File: config.mk
export PLATFORM = sky130hd
export DESIGN_NAME = flrc_top
export DESIGN_NICKNAME = d
export VERILOG_FILES = /design/src/hw/flrc_pkg.sv /design/src/hw/flrc_top.sv
export VERILOG_INCLUDE_DIRS = /design/src /design/src/hw
export SDC_FILE = /design/constraint.sdc
export NUM_CORES = 1
export LEC_CHECK = 0
export BUFFER_PORTS_ARGS = -buffer_cell sky130_fd_sc_hd__buf_2
export CORE_UTILIZATION = 57
export CTS_BUF_LIST = sky130_fd_sc_hd__clkbuf_8
export CTS_CLUSTER_SIZE = 12
export DETAILED_ROUTE_END_ITERATION = 6
export PLACE_DENSITY = 0.92
export SETUP_SLACK_MARGIN = 0.5
export SLEW_MARGIN = 20
export SYNTH_ARGS = -nofsm -noshare
export SYNTH_HDL_FRONTEND = slang
export SYNTH_SLANG_ARGS = --single-unit
File: constraint.sdc
create_clock -name SYS_CLK -period 6.3 [get_ports SYS_CLK]
set_clock_uncertainty 0.15 [all_clocks]
set_input_delay 0.945 -clock SYS_CLK [delete_from_list [all_inputs] [get_ports SYS_CLK]]
set_output_delay 0.945 -clock SYS_CLK [all_outputs]
set_load 0.1 [all_outputs]
File: src/hw/flrc_map.svh
// Overview of operation
// - The device halves the system clock to form the flash input clock before any further division.
// - The device holds the flash clock divider as seven bits, bit 6 the prescale select and the lower six bits the count.
// - After the data register update the host moves the TAP into Run-Test/Idle, and the erase starts only on entering that state.
// - Unsecuring through the backdoor key is allowed only while the backdoor key enable bit is set.
`ifndef FLRC_MAP_SVH
`define FLRC_MAP_SVH
`define FLRC_AW             12
`define FLRC_OFF_CLKDIV     12'h000
`define FLRC_OFF_STATUS     12'h004
`define FLRC_OFF_CONFIG     12'h008
`define FLRC_OFF_KEY        12'h00c
`define FLRC_DIV_W          7
`define FLRC_PRE_BIT        6
`define FLRC_CNT_W          6
`define FLRC_PRE_LAST       3'h7
`define FLRC_CLKDIV_RST     7'h00
`define FLRC_ST_LOADED      0
`define FLRC_ST_BUSY        1
`define FLRC_ST_DONE        2
`define FLRC_ST_SECURED     3
`define FLRC_CFG_BACKDOOR_KEY_ENABLE      0
`define FLRC_CFG_SECURE     1
`endif

File: src/hw/flrc_pkg.sv
`default_nettype none
package flrc_pkg;
	typedef enum logic [3:0] {
		FLRC_IDLE  = 4'h1,
		FLRC_ARMED = 4'h2,
		FLRC_ERASE = 4'h4,
		FLRC_DONE  = 4'h8
	} flrc_state_t;

	typedef struct packed {
		logic       prescale;
		logic [5:0] count;
	} flrc_div_t;

	typedef struct packed {
		logic       update;
		logic [6:0] value;
	} flrc_dr_t;
endpackage
`default_nettype wire

File: src/hw/flrc_top.sv
`timescale 1ns/1ns
`default_nettype none
`include "flrc_map.svh"
module flrc_top
	import flrc_pkg::*;
#(
	parameter int          ERASE_TICKS  = 16,
	parameter logic [31:0] BACKDOOR_KEY = 32'h5a5a_c3c3, // Arbitrary value.
	parameter logic        SECURE_RST   = 1'b1
) (
	// Clock and reset.
	input  wire logic        SYS_CLK,
	input  wire logic        ARST_N,
	// APB slave.
	input  wire logic        PSEL,
	input  wire logic        PENABLE,
	input  wire logic        PWRITE,
	input  wire logic [11:0] PADDR,
	input  wire logic [31:0] PWDATA,
	output logic             PREADY,
	output logic             PSLVERR,
	output logic [31:0]      PRDATA,
	// TAP side, already in the system clock domain.
	input  wire logic        JTAG_RECOVERY_IR,
	input  wire flrc_dr_t    JTAG_DR,
	input  wire logic        JTAG_RUN_IDLE,
	// Flash timing and erase control.
	output logic             FLASH_TIMING_TICK,
	output logic             FLASH_ERASE_BUSY,
	output logic             FLASH_ERASE_DONE,
	output logic             FLASH_SECURED
);
	logic        setup;
	logic        access;
	logic        mapped;
	logic        wr_div;
	logic        wr_cfg;
	logic        wr_key;
	flrc_div_t   clkdiv_q,  clkdiv_d;
	logic [1:0]  cfg_q,     cfg_d;
	logic        secured_q, secured_d;
	logic [31:0] prdata_q,  prdata_d;
	logic        half_q,    half_d;
	logic [2:0]  pre_q,     pre_d;
	logic [5:0]  cnt_q,     cnt_d;
	logic        in_tick;
	logic        pre_tick;
	logic        tick;
	flrc_div_t   active;
	flrc_div_t   dr_div_q,  dr_div_d;
	flrc_state_t st_q,      st_d;
	logic        rti_q;
	logic        rti_enter;
	logic        erase_go;
	logic [15:0] ers_q,     ers_d;
	logic        key_ok;

	// APB decode; the slave never inserts wait states.
	assign setup  = PSEL && !PENABLE;
	assign access = PSEL && PENABLE;
	assign mapped = (PADDR == `FLRC_OFF_CLKDIV) || (PADDR == `FLRC_OFF_STATUS) ||
			(PADDR == `FLRC_OFF_CONFIG) || (PADDR == `FLRC_OFF_KEY);
	assign PREADY  = access;
	assign PSLVERR = access && !mapped;
	assign PRDATA  = prdata_q;
	assign wr_div  = access && PWRITE && (PADDR == `FLRC_OFF_CLKDIV);
	assign wr_cfg  = access && PWRITE && (PADDR == `FLRC_OFF_CONFIG);
	assign wr_key  = access && PWRITE && (PADDR == `FLRC_OFF_KEY);
	assign key_ok  = wr_key && cfg_q[`FLRC_CFG_BACKDOOR_KEY_ENABLE] && (PWDATA == BACKDOOR_KEY);

	always_comb begin
		clkdiv_d  = clkdiv_q;
		cfg_d     = cfg_q;
		secured_d = secured_q;
		prdata_d  = prdata_q;
		if (wr_div) begin
			clkdiv_d = flrc_div_t'(PWDATA[`FLRC_DIV_W-1:0]);
		end
		if (wr_cfg) begin
			cfg_d = PWDATA[1:0];
			if (PWDATA[`FLRC_CFG_SECURE]) begin
				secured_d = 1'b1;
			end
		end
		// An unlock in the same cycle as a secure write wins, so the key is never lost.
		if (key_ok || (st_q == FLRC_ERASE && st_d == FLRC_DONE)) begin
			secured_d = 1'b0;
		end
		if (setup) begin
			prdata_d = 32'h0000_0000;
			unique case (PADDR)
				`FLRC_OFF_CLKDIV: prdata_d[`FLRC_DIV_W-1:0] = clkdiv_q;
				`FLRC_OFF_STATUS: prdata_d[3:0] = {secured_q, st_q == FLRC_DONE,
						st_q == FLRC_ERASE, st_q == FLRC_ARMED};
				`FLRC_OFF_CONFIG: prdata_d[1:0] = cfg_q;
				default:          prdata_d = 32'h0000_0000;
			endcase
		end
	end

	always_ff @(posedge SYS_CLK or negedge ARST_N) begin
		if (!ARST_N) begin
			clkdiv_q  <= flrc_div_t'(`FLRC_CLKDIV_RST);
			cfg_q     <= 2'h0;
			secured_q <= SECURE_RST;
			prdata_q  <= 32'h0000_0000;
		end else begin
			clkdiv_q  <= clkdiv_d;
			cfg_q     <= cfg_d;
			secured_q <= secured_d;
			prdata_q  <= prdata_d;
		end
	end

	// Timing clock: halve, optionally divide by eight, then divide by count plus one.
	// During recovery the divider value from the TAP drives it, as software cannot run then.
	assign active   = (st_q == FLRC_IDLE) ? clkdiv_q : dr_div_q;
	assign in_tick  = half_q;
	assign pre_tick = in_tick && (!active.prescale || pre_q == `FLRC_PRE_LAST);
	assign tick     = pre_tick && (cnt_q == active.count);
	assign FLASH_TIMING_TICK = tick;

	always_comb begin
		half_d = !half_q;
		pre_d  = in_tick ? pre_q + 3'h1 : pre_q;
		cnt_d  = cnt_q;
		if (pre_tick) begin
			cnt_d = tick ? 6'h00 : cnt_q + 6'h01;
		end
		// The chain restarts as an erase begins. A counter left above a smaller recovery
		// count would otherwise run up to its top and wrap, stretching the erase by many periods.
		if (erase_go) begin
			half_d = 1'b0;
			pre_d  = 3'h0;
			cnt_d  = 6'h00;
		end
	end

	always_ff @(posedge SYS_CLK or negedge ARST_N) begin
		if (!ARST_N) begin
			half_q <= 1'b0;
			pre_q  <= 3'h0;
			cnt_q  <= 6'h00;
		end else begin
			half_q <= half_d;
			pre_q  <= pre_d;
			cnt_q  <= cnt_d;
		end
	end

	// Recovery sequence. Leaving Run-Test/Idle early is the host's fault and does not abort.
	assign rti_enter = JTAG_RUN_IDLE && !rti_q;
	assign erase_go  = (st_q == FLRC_ARMED) && (st_d == FLRC_ERASE);

	always_comb begin
		st_d     = st_q;
		dr_div_d = dr_div_q;
		ers_d    = ers_q;
		unique case (st_q)
			FLRC_IDLE, FLRC_ARMED: begin
				if (JTAG_RECOVERY_IR && JTAG_DR.update) begin
					dr_div_d = flrc_div_t'(JTAG_DR.value);
					st_d     = FLRC_ARMED;
				end else if (st_q == FLRC_ARMED && rti_enter) begin
					st_d  = FLRC_ERASE;
					ers_d = 16'h0000;
				end
			end
			FLRC_ERASE: begin
				if (tick) begin
					ers_d = ers_q + 16'h0001;
					if (ers_q == 16'(ERASE_TICKS - 1)) begin
						st_d = FLRC_DONE;
					end
				end
			end
			// Only a chip reset leaves DONE, matching the required reset after recovery.
			FLRC_DONE: st_d = FLRC_DONE;
			default:   st_d = FLRC_IDLE;
		endcase
	end

	always_ff @(posedge SYS_CLK or negedge ARST_N) begin
		if (!ARST_N) begin
			st_q     <= FLRC_IDLE;
			dr_div_q <= flrc_div_t'(`FLRC_CLKDIV_RST);
			ers_q    <= 16'h0000;
			rti_q    <= 1'b0;
		end else begin
			st_q     <= st_d;
			dr_div_q <= dr_div_d;
			ers_q    <= ers_d;
			rti_q    <= JTAG_RUN_IDLE;
		end
	end

	assign FLASH_ERASE_BUSY = (st_q == FLRC_ERASE);
	assign FLASH_ERASE_DONE = (st_q == FLRC_DONE);
	assign FLASH_SECURED    = secured_q;
endmodule
`default_nettype wire

==> results_dict.tcl <==
set metrics [dict create \
    worstMarginPinSlew_ns 0.7774 \
    ant_nets 0 \
    synth_seq_cells 55 \
    slew-limit-headroom_pct 48.17 \
    die_w_um 76.60 \
    ctsResizeCount 0 \
    grt_overflow_total 0 \
    slew_viol_final 0 \
    drc 0 \
    total_power_w 0.0009331 \
    grt_max_degree 56 \
    crit_fanout 17 \
    async_flop_share_pct 100.0 \
    drv_cap 0 \
    n_antenna_cell 0 \
    r2r_start "st_q[3]" \
    finalHoldViolCount 0 \
    core-area_mm2 0.005238 \
    io_pins 97 \
    grt_pass1_vias 2559 \
    chipHeight_um 76.60 \
    ctsHtreeMaxLevel 2 \
    vdd_drop_max_v 0.0001595 \
    outcome "complete, no violations" \
    viasPerCell 5.664 \
    cts_buffer_depth 2 \
    hold_path.class "reg -> reg" \
    synthCells 326 \
    post-route-min-period_ns 4.265 \
    via_count 2645 \
    fillCellCount 418 \
    synth_edf_count 0 \
    path_class "reg -> out" \
    power_leakage_nw 1.718 \
    end_kind "output pin" \
    grt_pass1_wl_mm 11.41 \
    synth.yosys.warnings 0 \
    setup_viol_count_final 0 \
    rows 26 \
    synth_flop_cell "dfrtp_1" \
    routabilityCongestion 0.8789 \
    wl_per_cell_um 14.49 \
    hpwl_mm 5.237 \
    synth.largest_area_cell "dfrtp_1" \
    fin_nets 459 \
    synth_area_mm2 0.003172 \
    drt_first_pass_iters 4 \
    area_delta_synth_final_pct 12.62 \
    insertion_delay_ns 0.30 \
    wirelength_mm 6.769 \
    min-delay-start "PRDATA[5]" \
    p_per_area_mw_per_mm2 261.2 \
    cts.sinks 55 \
    drive_gt1_share_pct 27.20 \
    start_kind "register" \
    drt_iter0_drc 243 \
    timing.final.crit_share_pct 67.69 \
    worstPathRequired_ns 5.20 \
    portBuffers 71 \
    grt_usage_pct 24.38 \
    cts_setup_buffers 0 \
    start_util_pct 60.56 \
    synth_area_leaders "dfrtp_1 (42%), buf_4 (5.9%), mux2_2 (5.7%)" \
    critical_path.startpoint "st_q[0]" \
    synth_top_area_share_pct 41.81 \
    cts.clk_slew.worst_paths_ns 0.09 \
    cts_hold_buf 0 \
    timing.fmax_mhz 234.5 \
    root_buffer "clkbuf_8" \
    cp.arrival_ns 3.17 \
    ys_types 48 \
    rsz0062_at_grt "no" \
    ys_seq_area_share_pct 43.47 \
    die-area_mm2 0.005867 \
    cts_tree "done" \
    antenna_found_initial 0 \
    cts_made_buffers 5 \
    synth.avg_cell_area_um2 9.729 \
    fin_tns_setup_ns 0 \
]
-- sequential cells by signal (all words and copies together), names as in the netlist, 2 cells and up --
| register | cells |
|---|---|
| PRDATA | 7 |
| cfg_q | 2 |
| clkdiv_q | 7 |
| cnt_q | 6 |
| dr_div_q | 7 |
| ers_q | 16 |
| pre_q | 3 |
| st_q | 4 |
-- layout by cell type (no fill, tap or decap), types with 7 or more instances in the layout --
cell	instances
xor2_1	7
nand2_1	27
o21ai_0	15
and3_1	7
dfrtp_1	53
a21oi_1	13
nor2b_1	9
nor4_1	11
mux2i_1	10
nor2_1	16
conb_1	25
mux2_2	16
nand2b_1	7
buf_2	71
nand4_1	9
nor3_1	10
nand3_1	12
inv_1	11
-- cells in the mapped netlist, drive strengths merged (9+ instances only) --
cell type   n
nand3      13
nand4       9
nor2       16
mux2i      10
inv         9
buf        27
nand2      27
nor2b       9
dfrtp      53
mux2       16
a21oi      13
o21ai      15
nor3       10
nor4       11
-- layout make-up --
cell class / count / area (µm²) / area share, %
Multi-Input combinational cell: 253 / 1629 / 45.60
Sequential cell: 55 / 1379 / 38.60
Timing Repair Buffer: 72 / 362.8 / 10.16
Tap cell: 70 / 87.58 / 2.452
Clock buffer: 5 / 68.82 / 1.926
Inverter: 9 / 33.78 / 0.9457
Clock inverter: 3 / 11.26 / 0.3152
-- metal layers --
layer  track usage, %  part of all wire (%)  vias up
met1            30.65                    44     1253
met4            10.38                   2.9        0
li1                 -                     -     1275
met2            40.36                    49       94
met5                0                     0        -
met3            5.509                   4.5       23
-- where the power goes --
part	internal [W]	leakage (nW)	switching, W
combinational	0.000114	0.959	0.000173
sequential	0.000406	0.707	0.0000601
clock	0.0000744	0.0519	0.000105
total	0.000595	1.72	0.000339
-- worst paths after layout --
kind	end	slack [ns]	depth (start not counted)
setup / recovery	FLASH_TIMING_TICK	2.04	6
hold / removal	PRDATA[5]	0.34	2
setup reg to reg	ers_q[10]	3.10	5
hold reg to reg	PRDATA[5]	0.34	2
max in group asynchronous	dr_div_q[6]	4.94	2
min in group asynchronous	ers_q[10]	0.60	2
-- critical path, stage by stage, from the launching register on --
cell	delay (ns)
dfstp_2	0.58
nor4b_4	0.53
o2111ai_1	0.26
a211oi_2	0.27
nand3_2	0.28
inv_1	0.43
buf_2	0.51
-- metrics by stage --
step / instance area (µm²) / util, % / hold WS, ns / cells / setup WS, ns
after floorplan: 3262 / - / 0.3166 / 350 / 1.503
after global placement: 3492 / 66.67 / 0.3152 / 459 / 2.522
after detailed placement: 3492 / 66.67 / 0.3213 / 459 / 2.411
after CTS: 3572 / 68.20 / 0.3420 / 467 / 2.060
after global routing: 3572 / 68.20 / 0.3672 / 467 / 1.839
final: 3572 / 68.20 / 0.3410 / 467 / 2.035
-- kinds of logic after synthesis --
logic type / count (synthesis) / share of synthesized area, %
other: 1 / 0.1182
xor gates and xnor gates: 12 / 3.314
and+or+nand+nor: 138 / 25.13
AOI/OAI and AO/OA: 48 / 9.546
adders and majority gates: 4 / 1.578
buffers and inverters: 42 / 8.008
muxes: 26 / 8.836
DFF: 55 / 43.47
No activity file was read; power rests on OpenSTA's default activity.
